--- src/hdl/pllcfg_map.vh ---
// Purpose: register map and field layout for the pll clock path configuration block
// Assumes: byte offsets as printed; 32-bit axi4-lite words, each register one aligned word
// Notes: definitions only
`ifndef PLLCFG_MAP_VH
`define PLLCFG_MAP_VH
// register indices, byte address is four times the index
`define PLLCFG_IDX_PUMP_CTRL 12'h010
`define PLLCFG_IDX_ANTIBACKLASH 12'h017
`define PLLCFG_IDX_VCO_CAL 12'h018
`define PLLCFG_IDX_VCO_DIV 12'h1e0
`define PLLCFG_IDX_DIST_SRC 12'h1e1
`define PLLCFG_IDX_UPDATE 12'h232
`define PLLCFG_IDX_ACTIVE_STATUS 12'h300
// reset values of staged and active registers
`define PLLCFG_RST_PUMP_CTRL 8'h01
`define PLLCFG_RST_ANTIBACKLASH 8'h00
`define PLLCFG_RST_VCO_CAL 8'h00
`define PLLCFG_RST_VCO_DIV 8'h02
`define PLLCFG_RST_DIST_SRC 8'h00
// update command value
`define PLLCFG_UPDATE_CMD 8'h01
// field positions
`define PLLCFG_PWR_MSB 1
`define PLLCFG_PWR_LSB 0
`define PLLCFG_PUMP_MODE_MSB 6
`define PLLCFG_PUMP_MODE_LSB 4
`define PLLCFG_POLARITY_BIT 7
`define PLLCFG_ABL_MSB 1
`define PLLCFG_ABL_LSB 0
`define PLLCFG_CAL_BIT 0
`define PLLCFG_DIV_MSB 2
`define PLLCFG_DIV_LSB 0
`define PLLCFG_BYPASS_BIT 0
`define PLLCFG_SRC_BIT 1
// pump current step code sits in the antibacklash register above the width field
`define PLLCFG_CUR_MSB 4
`define PLLCFG_CUR_LSB 2
// pll power codes
`define PLLCFG_PWR_NORMAL 2'h0
`define PLLCFG_PWR_ASYNC_DOWN 2'h1
// charge pump modes
`define PLLCFG_PUMP_HIZ 3'h0
`define PLLCFG_PUMP_UP 3'h1
`define PLLCFG_PUMP_DOWN 3'h2
`define PLLCFG_PUMP_NORMAL 3'h3
// vco divider code to ratio offset
`define PLLCFG_DIV_CODE_MAX 3'h4
`define PLLCFG_DIV_RATIO_BASE 3'h2
`define PLLCFG_DIV_RATIO_MAX 3'h6
`define PLLCFG_RST_RATIO 3'h4
// axi responses
`define PLLCFG_RESP_OKAY 2'h0
`define PLLCFG_RESP_SLVERR 2'h2
`endif

--- src/hdl/pllcfg_top.v ---
// Purpose: staged/active configuration of pll power, detector, pump, vco divider and distribution source
// Assumes: axi4-lite slave on clk_in; all settings apply together on an update write
// Notes: current step code shares the antibacklash register bits [4:2]
//   update register reads back zero; only the exact command value fires the copy
//   status word at its own index shows the live power, divider, bypass, source and calibration bits for software
//
// Overview of operation
// software routes internal vco through divider
// calibration bit plus update starts calibration
// software clears calibration before recalibrating
// divider field selects ratio two to six
// bypass bit skips divider when one
// source bit picks internal vco when one
// power code 00 on, 01 down
// external vco below limit: pll on, bypass
// polarity bit zero positive, one negative
// staged values apply on update write 0x01
// two-bit field sets antibacklash width
// pump mode: hiz, normal, up, down
// pump current in eight equal steps
// reset: pll off, divide four, external source
// divider code 010 means divide four
// software keeps reference and divider running
// update applies all staged values at once
`timescale 1ns/1ps
`default_nettype none
`include "pllcfg_map.vh"
module pllcfg_top #(
	parameter ADDR_W = 12
) (
	input wire clk_in,
	input wire srst_in,
	input wire [ADDR_W-1:0] s_axi_awaddr_in,
	input wire s_axi_awvalid_in,
	output wire s_axi_awready_out,
	input wire [31:0] s_axi_wdata_in,
	input wire [3:0] s_axi_wstrb_in,
	input wire s_axi_wvalid_in,
	output wire s_axi_wready_out,
	output reg [1:0] s_axi_bresp_out,
	output reg s_axi_bvalid_out,
	input wire s_axi_bready_in,
	input wire [ADDR_W-1:0] s_axi_araddr_in,
	input wire s_axi_arvalid_in,
	output wire s_axi_arready_out,
	output reg [31:0] s_axi_rdata_out,
	output reg [1:0] s_axi_rresp_out,
	output reg s_axi_rvalid_out,
	input wire s_axi_rready_in,
	output reg pll_power_down_out,
	output reg [2:0] charge_pump_mode_out,
	output reg [3:0] charge_pump_current_out,
	output reg phase_frequency_detector_negative_out,
	output reg [1:0] antibacklash_width_out,
	output reg [2:0] vco_divide_ratio_out,
	output reg vco_divider_bypass_out,
	output reg internal_vco_select_out,
	output reg vco_cal_start_out,
	output reg vco_cal_reset_out,
	output reg update_pulse_out
);

	// staged copies written by software
	reg [7:0] stg_pump_r;
	reg [7:0] stg_abl_r;
	reg [7:0] stg_cal_r;
	reg [7:0] stg_div_r;
	reg [7:0] stg_src_r;
	// active copies steering the clock path
	reg [7:0] act_pump_r;
	reg [7:0] act_abl_r;
	reg [7:0] act_cal_r;
	reg [7:0] act_div_r;
	reg [7:0] act_src_r;
	// write channel capture
	reg aw_held_r;
	reg w_held_r;
	reg [ADDR_W-1:0] aw_addr_r;
	reg [7:0] w_byte_r;
	reg w_lane0_r;
	wire wr_go;
	wire wr_update;
	wire [9:0] wr_idx;
	wire [9:0] rd_idx;
	reg [7:0] rd_val;
	reg rd_hit;

	// the read address is decoded live, so araddr must hold until arready
	// word index from byte address; unaligned low bits are ignored
	function [9:0] word_idx;
		input [ADDR_W-1:0] addr;
		begin
			word_idx = addr[11:2];
		end
	endfunction

	// index match against a printed register offset
	function idx_is;
		input [9:0] idx;
		input [11:0] reg_idx;
		begin
			idx_is = (idx == reg_idx[9:0]);
		end
	endfunction

	// divider code to ratio; out-of-range codes clamp to divide-by-six
	function [2:0] div_ratio;
		input [2:0] code;
		begin
			if (code > `PLLCFG_DIV_CODE_MAX) begin
				div_ratio = `PLLCFG_DIV_RATIO_MAX;
			end else begin
				div_ratio = code + `PLLCFG_DIV_RATIO_BASE;
			end
		end
	endfunction

	// writable register decode; status word is read-only
	function wr_known;
		input [9:0] idx;
		begin
			wr_known = idx_is(idx, `PLLCFG_IDX_PUMP_CTRL) || idx_is(idx, `PLLCFG_IDX_ANTIBACKLASH) ||
				idx_is(idx, `PLLCFG_IDX_VCO_CAL) || idx_is(idx, `PLLCFG_IDX_VCO_DIV) ||
				idx_is(idx, `PLLCFG_IDX_DIST_SRC) || idx_is(idx, `PLLCFG_IDX_UPDATE);
		end
	endfunction

	// address and data may come in either order; accept once both are held
	assign s_axi_awready_out = !aw_held_r && !s_axi_bvalid_out;
	assign s_axi_wready_out = !w_held_r && !s_axi_bvalid_out;
	assign wr_go = aw_held_r && w_held_r && !s_axi_bvalid_out;
	assign wr_idx = word_idx(aw_addr_r);
	// only the exact command value triggers the transfer
	assign wr_update = wr_go && w_lane0_r && idx_is(wr_idx, `PLLCFG_IDX_UPDATE) && (w_byte_r == `PLLCFG_UPDATE_CMD);

	// write address/data holding and response
	always @(posedge clk_in) begin
		if (srst_in) begin
			aw_held_r <= 1'b0;
			w_held_r <= 1'b0;
			aw_addr_r <= {ADDR_W{1'b0}};
			w_byte_r <= 8'h00;
			w_lane0_r <= 1'b0;
			s_axi_bvalid_out <= 1'b0;
			s_axi_bresp_out <= `PLLCFG_RESP_OKAY;
		end else begin
			if (s_axi_awvalid_in && s_axi_awready_out) begin
				aw_held_r <= 1'b1;
				aw_addr_r <= s_axi_awaddr_in;
			end
			// without lane 0 the write still answers okay but stages nothing
			if (s_axi_wvalid_in && s_axi_wready_out) begin
				w_held_r <= 1'b1;
				w_byte_r <= s_axi_wdata_in[7:0];
				w_lane0_r <= s_axi_wstrb_in[0];
			end
			// bvalid blocks both channels, so a second write cannot overtake the response
			if (wr_go) begin
				aw_held_r <= 1'b0;
				w_held_r <= 1'b0;
				s_axi_bvalid_out <= 1'b1;
				s_axi_bresp_out <= wr_known(wr_idx) ? `PLLCFG_RESP_OKAY : `PLLCFG_RESP_SLVERR;
			end else if (s_axi_bready_in) begin
				s_axi_bvalid_out <= 1'b0;
			end
		end
	end

	// staged registers; writes here change nothing in the clock path yet
	// a write to the update index stages nothing, the copy below handles it
	always @(posedge clk_in) begin
		if (srst_in) begin
			// staged defaults match the active defaults
			stg_pump_r <= `PLLCFG_RST_PUMP_CTRL;
			stg_abl_r <= `PLLCFG_RST_ANTIBACKLASH;
			stg_cal_r <= `PLLCFG_RST_VCO_CAL;
			stg_div_r <= `PLLCFG_RST_VCO_DIV;
			stg_src_r <= `PLLCFG_RST_DIST_SRC;
		end else if (wr_go && w_lane0_r) begin
			if (idx_is(wr_idx, `PLLCFG_IDX_PUMP_CTRL)) begin
				stg_pump_r <= w_byte_r;
			end
			if (idx_is(wr_idx, `PLLCFG_IDX_ANTIBACKLASH)) begin
				stg_abl_r <= w_byte_r;
			end
			if (idx_is(wr_idx, `PLLCFG_IDX_VCO_CAL)) begin
				stg_cal_r <= w_byte_r;
			end
			if (idx_is(wr_idx, `PLLCFG_IDX_VCO_DIV)) begin
				stg_div_r <= w_byte_r;
			end
			if (idx_is(wr_idx, `PLLCFG_IDX_DIST_SRC)) begin
				stg_src_r <= w_byte_r;
			end
		end
	end

	// one edge copies every staged value, so no partial setting is ever live
	always @(posedge clk_in) begin
		if (srst_in) begin
			// pll off, divide-by-four, divider in use, external input
			act_pump_r <= `PLLCFG_RST_PUMP_CTRL;
			act_abl_r <= `PLLCFG_RST_ANTIBACKLASH;
			act_cal_r <= `PLLCFG_RST_VCO_CAL;
			act_div_r <= `PLLCFG_RST_VCO_DIV;
			act_src_r <= `PLLCFG_RST_DIST_SRC;
		end else if (wr_update) begin
			// the update word itself is never staged; it only fires this copy
			act_pump_r <= stg_pump_r;
			act_abl_r <= stg_abl_r;
			act_cal_r <= stg_cal_r;
			act_div_r <= stg_div_r;
			act_src_r <= stg_src_r;
		end
	end

	// decoded outputs from the active copies, registered; calibration and update pulses come from the update write
	always @(posedge clk_in) begin
		if (srst_in) begin
			// reset state leaves the pll down and the divider at four
			pll_power_down_out <= 1'b1;
			charge_pump_mode_out <= `PLLCFG_PUMP_HIZ;
			charge_pump_current_out <= 4'h0;
			phase_frequency_detector_negative_out <= 1'b0;
			antibacklash_width_out <= 2'h0;
			vco_divide_ratio_out <= `PLLCFG_RST_RATIO;
			vco_divider_bypass_out <= 1'b0;
			internal_vco_select_out <= 1'b0;
			vco_cal_start_out <= 1'b0;
			vco_cal_reset_out <= 1'b0;
			update_pulse_out <= 1'b0;
		end else begin
			// only code 00 runs the pll; other codes keep it down
			pll_power_down_out <= (act_pump_r[`PLLCFG_PWR_MSB:`PLLCFG_PWR_LSB] != `PLLCFG_PWR_NORMAL);
			// mode field passes as coded
			charge_pump_mode_out <= act_pump_r[`PLLCFG_PUMP_MODE_MSB:`PLLCFG_PUMP_MODE_LSB];
			// eight equal current steps, code 0 is the lowest
			charge_pump_current_out <= {1'b0, act_abl_r[`PLLCFG_CUR_MSB:`PLLCFG_CUR_LSB]};
			// polarity bit
			phase_frequency_detector_negative_out <= act_pump_r[`PLLCFG_POLARITY_BIT];
			// antibacklash width code
			antibacklash_width_out <= act_abl_r[`PLLCFG_ABL_MSB:`PLLCFG_ABL_LSB];
			// divide ratio; R15: code 010 gives four
			vco_divide_ratio_out <= div_ratio(act_div_r[`PLLCFG_DIV_MSB:`PLLCFG_DIV_LSB]);
			// bypass bit
			vco_divider_bypass_out <= act_src_r[`PLLCFG_BYPASS_BIT];
			// source bit
			internal_vco_select_out <= act_src_r[`PLLCFG_SRC_BIT];
			// a rising calibration bit at update starts calibration
			// needs the active bit clear, so a repeated set without a clear is ignored
			vco_cal_start_out <= wr_update && stg_cal_r[`PLLCFG_CAL_BIT] && !act_cal_r[`PLLCFG_CAL_BIT];
			// a cleared bit at update resets calibration
			vco_cal_reset_out <= wr_update && !stg_cal_r[`PLLCFG_CAL_BIT];
			// update pulse marks the edge at which the new settings go live
			update_pulse_out <= wr_update;
		end
	end

	// read decode; status word shows the live power, divider, bypass, source and calibration bits
	assign rd_idx = word_idx(s_axi_araddr_in);
	always @* begin
		rd_val = 8'h00;
		rd_hit = 1'b1;
		if (idx_is(rd_idx, `PLLCFG_IDX_PUMP_CTRL)) begin
			rd_val = stg_pump_r;
		end else if (idx_is(rd_idx, `PLLCFG_IDX_ANTIBACKLASH)) begin
			rd_val = stg_abl_r;
		end else if (idx_is(rd_idx, `PLLCFG_IDX_VCO_CAL)) begin
			rd_val = stg_cal_r;
		end else if (idx_is(rd_idx, `PLLCFG_IDX_VCO_DIV)) begin
			rd_val = stg_div_r;
		end else if (idx_is(rd_idx, `PLLCFG_IDX_DIST_SRC)) begin
			rd_val = stg_src_r;
		end else if (idx_is(rd_idx, `PLLCFG_IDX_UPDATE)) begin
			rd_val = 8'h00; // update reads back zero, it is self-clearing
		end else if (idx_is(rd_idx, `PLLCFG_IDX_ACTIVE_STATUS)) begin
			rd_val = {act_cal_r[`PLLCFG_CAL_BIT], act_src_r[`PLLCFG_SRC_BIT:`PLLCFG_BYPASS_BIT],
				act_div_r[`PLLCFG_DIV_MSB:`PLLCFG_DIV_LSB], act_pump_r[`PLLCFG_PWR_MSB:`PLLCFG_PWR_LSB]};
		end else begin
			// unmapped reads answer slverr with zero data
			rd_hit = 1'b0;
		end
	end

	// one read at a time: arready drops while the data waits
	assign s_axi_arready_out = !s_axi_rvalid_out;
	// read data waits in rdata until rready, nothing new is taken meanwhile
	always @(posedge clk_in) begin
		if (srst_in) begin
			s_axi_rvalid_out <= 1'b0;
			s_axi_rdata_out <= 32'h00000000;
			s_axi_rresp_out <= `PLLCFG_RESP_OKAY;
		end else if (s_axi_arvalid_in && s_axi_arready_out) begin
			s_axi_rvalid_out <= 1'b1;
			s_axi_rdata_out <= {24'h000000, rd_val};
			s_axi_rresp_out <= rd_hit ? `PLLCFG_RESP_OKAY : `PLLCFG_RESP_SLVERR;
		end else if (s_axi_rready_in) begin
			s_axi_rvalid_out <= 1'b0;
		end
	end

endmodule
`default_nettype wire

--- config.mk ---
export PLATFORM = sky130hd
export DESIGN_NAME = pllcfg_top
export DESIGN_NICKNAME = d
export VERILOG_FILES = /design/src/hdl/pllcfg_top.v
export VERILOG_INCLUDE_DIRS = /design/src /design/src/hdl
export SDC_FILE = /design/constraint.sdc
export NUM_CORES = 1
export LEC_CHECK = 0
export BUFFER_PORTS_ARGS = -buffer_cell sky130_fd_sc_hd__buf_2
export CAP_MARGIN = 40
export CORE_MARGIN = 5
export CORE_UTILIZATION = 30
export DETAILED_ROUTE_END_ITERATION = 10
export PLACE_DENSITY_LB_ADDON = 0.12
export SYNTH_ARGS = -nofsm -noshare
export SYNTH_HDL_FRONTEND = slang
export SYNTH_SLANG_ARGS = --single-unit
--- constraint.sdc ---
create_clock -name clk_in -period 1.8 [get_ports clk_in]
set_input_delay 0.36 -clock clk_in [delete_from_list [all_inputs] [get_ports clk_in]]
set_output_delay 0.36 -clock clk_in [all_outputs]
set_load 0.01 [all_outputs]
# Word-level counts from Yosys, hierarchy flattened
# Cells that the tools add are included.
# classes
add_sub_neg	1
order_cmp	1
n_eq_ne	14
mux	21
reduce_logical	34
# op_table
operator	count
$eq 10x5->1 const B	6
$mux 8	7
$eq 10x9->1 const B	4
$eq 10x10->1 const B	3
$logic_and 1x1->1	13
$mux 1	11
$reduce_and 2->1	5
$eq 8x1->1 const B	1
$logic_not 1->1	6
$mux 2	3
$reduce_bool 2->1	3
$logic_or 1x1->1	5
$reduce_or 2->1	2
$add 3x2->3 const B	1
$gt 3x3->1 const B	1
# word_totals
register_bits	115
output_inout_bits	60
wordCells	104

# Depth between registers and ports, before layout
# depth
ltp_word	9
ltp_mapped	8
mapped_depth_nobuf	4

# Worst setup path before layout
# No wires, ideal clock.
# synth_path
kind	input -> register
startpoint	input port s_axi_araddr_in[4]
endpoint	register s_axi_rdata_out[5]
setup_ns	0.129
arrival_time_ns	1.773
path_slack_ns	-0.102
stages	5
path_buffers	1
cell_sequence	buf_6 or4b_2 nor4_4 a221o_1 o211ai_2
# synth_via
elab_chain_len	8
word_cells_on_any_way	14
# synth_lines
item	line_no	rtl
start: declaration	pllcfg_top.v:43	input wire [ADDR_W-1:0] s_axi_araddr_in,
$eq 10x10->1	pllcfg_top.v:102	idx_is = (idx == reg_idx[9:0]);
$mux 8	pllcfg_top.v:276	end else if (idx_is(rd_idx, `PLLCFG_IDX_ACTIVE_STATUS)) begin
$mux 8	pllcfg_top.v:274	end else if (idx_is(rd_idx, `PLLCFG_IDX_UPDATE)) begin
$mux 8	pllcfg_top.v:272	end else if (idx_is(rd_idx, `PLLCFG_IDX_DIST_SRC)) begin
$mux 8	pllcfg_top.v:270	end else if (idx_is(rd_idx, `PLLCFG_IDX_VCO_DIV)) begin
$mux 8	pllcfg_top.v:268	end else if (idx_is(rd_idx, `PLLCFG_IDX_VCO_CAL)) begin
$mux 8	pllcfg_top.v:266	end else if (idx_is(rd_idx, `PLLCFG_IDX_ANTIBACKLASH)) begin
$mux 8 *	pllcfg_top.v:264	if (idx_is(rd_idx, `PLLCFG_IDX_PUMP_CTRL)) begin
end signal: assignment	pllcfg_top.v:295	s_axi_rdata_out <= {24'h000000, rd_val};
end: declaration	pllcfg_top.v:46	output reg [31:0] s_axi_rdata_out,
# Mark *: on every way between the ends. The rest lies on a longest branch, timed or not.
# A chain may end at the register's enable or synchronous reset.

# Worst setup path in the final report
# layout_path
startpoint	register aw_addr_r[11]
endpoint	register act_pump_r[0]
# layout_via
elab_chain_len	3
# layout_lines
item	line_no	rtl
start: declaration	pllcfg_top.v:78	reg [ADDR_W-1:0] aw_addr_r;
start signal: assignment	pllcfg_top.v:141	aw_addr_r <= {ADDR_W{1'b0}};
start signal: assignment	pllcfg_top.v:149	aw_addr_r <= s_axi_awaddr_in;
$eq 10x10->1	pllcfg_top.v:102	
$logic_and 1x1->1 (2 in a row)	pllcfg_top.v:134	assign wr_update = wr_go && w_lane0_r && idx_is(wr_idx, `PLLCFG_IDX_UPDATE) && (w_byte_r == `PLLCFG_UPDATE_CMD ...
end signal: assignment	pllcfg_top.v:202	act_pump_r <= `PLLCFG_RST_PUMP_CTRL;
end signal: assignment	pllcfg_top.v:209	act_pump_r <= stg_pump_r;
end: declaration	pllcfg_top.v:70	reg [7:0] act_pump_r;
# Every way passes these cells.

==> results_dict.tcl <==
set metrics [dict create \
    rows 47 \
    grt.overflow.total 0 \
    antenna_cells 0 \
    pwr-share-clk 0.403 \
    synth_cells 591 \
    grt_pass1_vias 4342 \
    cp_num_buf_inv 1 \
    cts.sinks 108 \
    ios 127 \
    max_freq_ghz 0.5945 \
    crit_slowest_cell "dfxtp_1" \
    crit_path_end_kind "register" \
    fin_worst_skew_ns 0.008915 \
    ys_warn_count 0 \
    syn_area_per_cell_um2 8.432 \
    firstDrtPassIters 5 \
    power_density_nw_per_um2 812.6 \
    synth_top_flop_cell "dfxtp_1" \
    fp.dieW_um 138.9 \
    outcome "complete, no violations" \
    via_per_inst 4.984 \
    yosys.area.top_type "dfxtp_1" \
    holdWs_ns 0.1816 \
    rrSetupSlack_ns 0.12 \
    min_period_over_period 0.9345 \
    drv_cap 0 \
    p_int_mw 3.615 \
    rsz0062_at_grt "false" \
    place.gp.congestion 0.8143 \
    antenna_found_initial 0 \
    worstPathRequired_ns 2.05 \
    grt_pass1_wl_um 23170 \
    drt-initial-drc-count 350 \
    wl_met3_um 803 \
    crit_family "simple AND/OR/NAND/NOR gates" \
    synthArstFlopShare 0 \
    yosysUniqueCellTypes 52 \
    p_sw_mw 1.298 \
    final_hold_viol_count 0 \
    fp.dieH_um 138.9 \
    yosysSeqAreaShare 0.4338 \
    h-tree-depth 3 \
    drcViolationCount 0 \
    cts_tree "done" \
    wl_met1_um 6635 \
    finalNetCount 744 \
    grt_max_degree 101 \
    grt_usage 0.1479 \
    combPwrFrac 0.096 \
    seq_power_share 0.501 \
    syn_area_um2 4984 \
    switching_share 0.2642 \
    finalMaxSlewViolations 0 \
    drive_gt1_frac 0.2320 \
    leakage_nw 2.328 \
    crit_type "reg -> reg" \
    finalSetupViolCount 0 \
    coreArea_um2 16470 \
    top_layer_used "met4" \
    drt-total-wl_um 14470 \
    finalPower_mw 4.913 \
    wl_per_cell_um 16.05 \
    root_buffer "clkbuf_16" \
    clkLatencyLatePin_ns 0.36 \
    ant_nets 0 \
    critical_path.max_stage_delay_ns 0.45 \
    hold_path.class "in -> reg" \
    portBuffers 68 \
    postCtsHoldBufs 0 \
    initial_core_util 0.3027 \
    synthTopCellsByCount "dfxtp_1, a21oi_1, nand3_1, o21ai_0, nand2_1" \
    startpoint_type "register" \
    arrival_ns 1.93 \
    die_area_um2 19290 \
    synth_most_common_cell "dfxtp_1" \
    worstPathCellList "nor4bb_2 > and3_1 > buf_12 > nand2_1 > a211o_1" \
    clockBufferDepth 2 \
    ys_ff_latch 108 \
    synthTopCellsByArea "dfxtp_1, a21oi_1, nand3_1" \
    dr_wl_met2_um 6887 \
    clk_pin_slew_worst_paths_ns 0.08 \
    place_hpwl_um 10700 \
    areaGrowthSynthToFinish_pct 21.32 \
    crit_path_max_fanout 12 \
    synth_edf_count 0 \
    period_needed_ns 1.682 \
    yosys.area.top_type_share 0.4338 \
    cts_buffers 9 \
    vias 4491 \
    vdd_drop_max_uv 430.2 \
]
[flip-flops by register name, indices dropped and copies added (netlist names), 3 cells and up]
register / cells
aw_addr_r: 10
stg_div_r: 8
stg_pump_r: 8
charge_pump_mode_out: 3
w_byte_r: 8
s_axi_rdata_out: 8
act_div_r: 3
stg_abl_r: 8
stg_src_r: 8
charge_pump_current_out: 3
stg_cal_r: 8
act_pump_r: 6
vco_divide_ratio_out: 3
act_abl_r: 5
[cell families (layout without fill, tap and decap cells)]
kind of cell	after synthesis	in the layout	share of synthesized area
muxes	7	7	0.01406
buffers and inverters	85	149	0.09038
DFF	108	108	0.4338
other	1	27	0.0007525
AOI/OAI and AO/OA	174	174	0.2101
adders and majority gates	1	1	0.002510
and+or+nand+nor	215	215	0.2483
[layout make-up]
class / count / area [um2]
repair buffers: 117 / 770.7
flip-flops and latches: 108 / 2162
clock inverters: 6 / 53.80
clock buffers: 10 / 239.0
well taps: 220 / 275.3
multi-input cells: 424 / 2485
inverters: 16 / 60.06
fillers: 1779 / 10420
[per-stage QoR]
stage | setup slack [ns] | utilization | cells | setup TNS (ns) | instance area, um2
after CTS | 0.06262 | 0.3660 | 900 | 0 | 6026
after floorplan | -0.05540 | - | 617 | -0.4094 | 5099
after global placement | -0.07089 | 0.3482 | 884 | -0.5325 | 5733
final | 0.1179 | 0.3672 | 901 | 0 | 6046
after global routing | 0.004410 | 0.3672 | 901 | 0 | 6046
after detailed placement | -0.09543 | 0.3482 | 884 | -0.6106 | 5733
[worst register-to-register path, cell delays in order (launching register included)]
cell	delay, ns
dfxtp_1	0.45
nor4bb_2	0.38
and3_1	0.26
buf_12	0.14
nand2_1	0.08
a211o_1	0.29
[final timing paths]
kind              cells past startpoint             from               end
setup reg to reg                      5    aw_addr_r[11]     act_pump_r[0]
setup / recovery                      5    aw_addr_r[11]     act_pump_r[0]
hold / removal                        2  s_axi_rready_in  s_axi_rvalid_out
hold reg to reg                       2        w_lane0_r         w_lane0_r
[power groups by stage]
stage,Clock (mW),Combinational [mW],Sequential [mW]
global route,2.14,0.521,2.47
finish,1.98,0.471,2.46
detailed placement,0,0.468,2.52
global placement,0,0.463,2.52
CTS,2.05,0.470,2.46
floorplan,0,0.302,2.53
[layer usage]
layer	vias up	track usage
met4	0	0.02987
met5	-	0
met3	14	0.03897
met2	146	0.2496
met1	2081	0.1918
li1	2250	-
[cells in the final DEF (no fill, tap or decap), types with 13 or more instances in the layout]
master	instances
nand3_1	53
nand2_1	48
dfxtp_1	108
buf_4	44
nor2_1	21
nor2b_1	13
inv_1	16
buf_2	68
o21ai_0	50
o211ai_1	18
conb_1	27
a21oi_1	69
[timing repair]
| item | CTS | global route |
|---|---|---|
| gates resized for setup | 0 | 2 |
| endpoints found under the hold margin | 0 | 0 |
| buffers inserted | 0 | 1 |
| endpoints found under the setup margin | 0 | 30 |
Note: power is estimated with default switching activity, not from simulation.
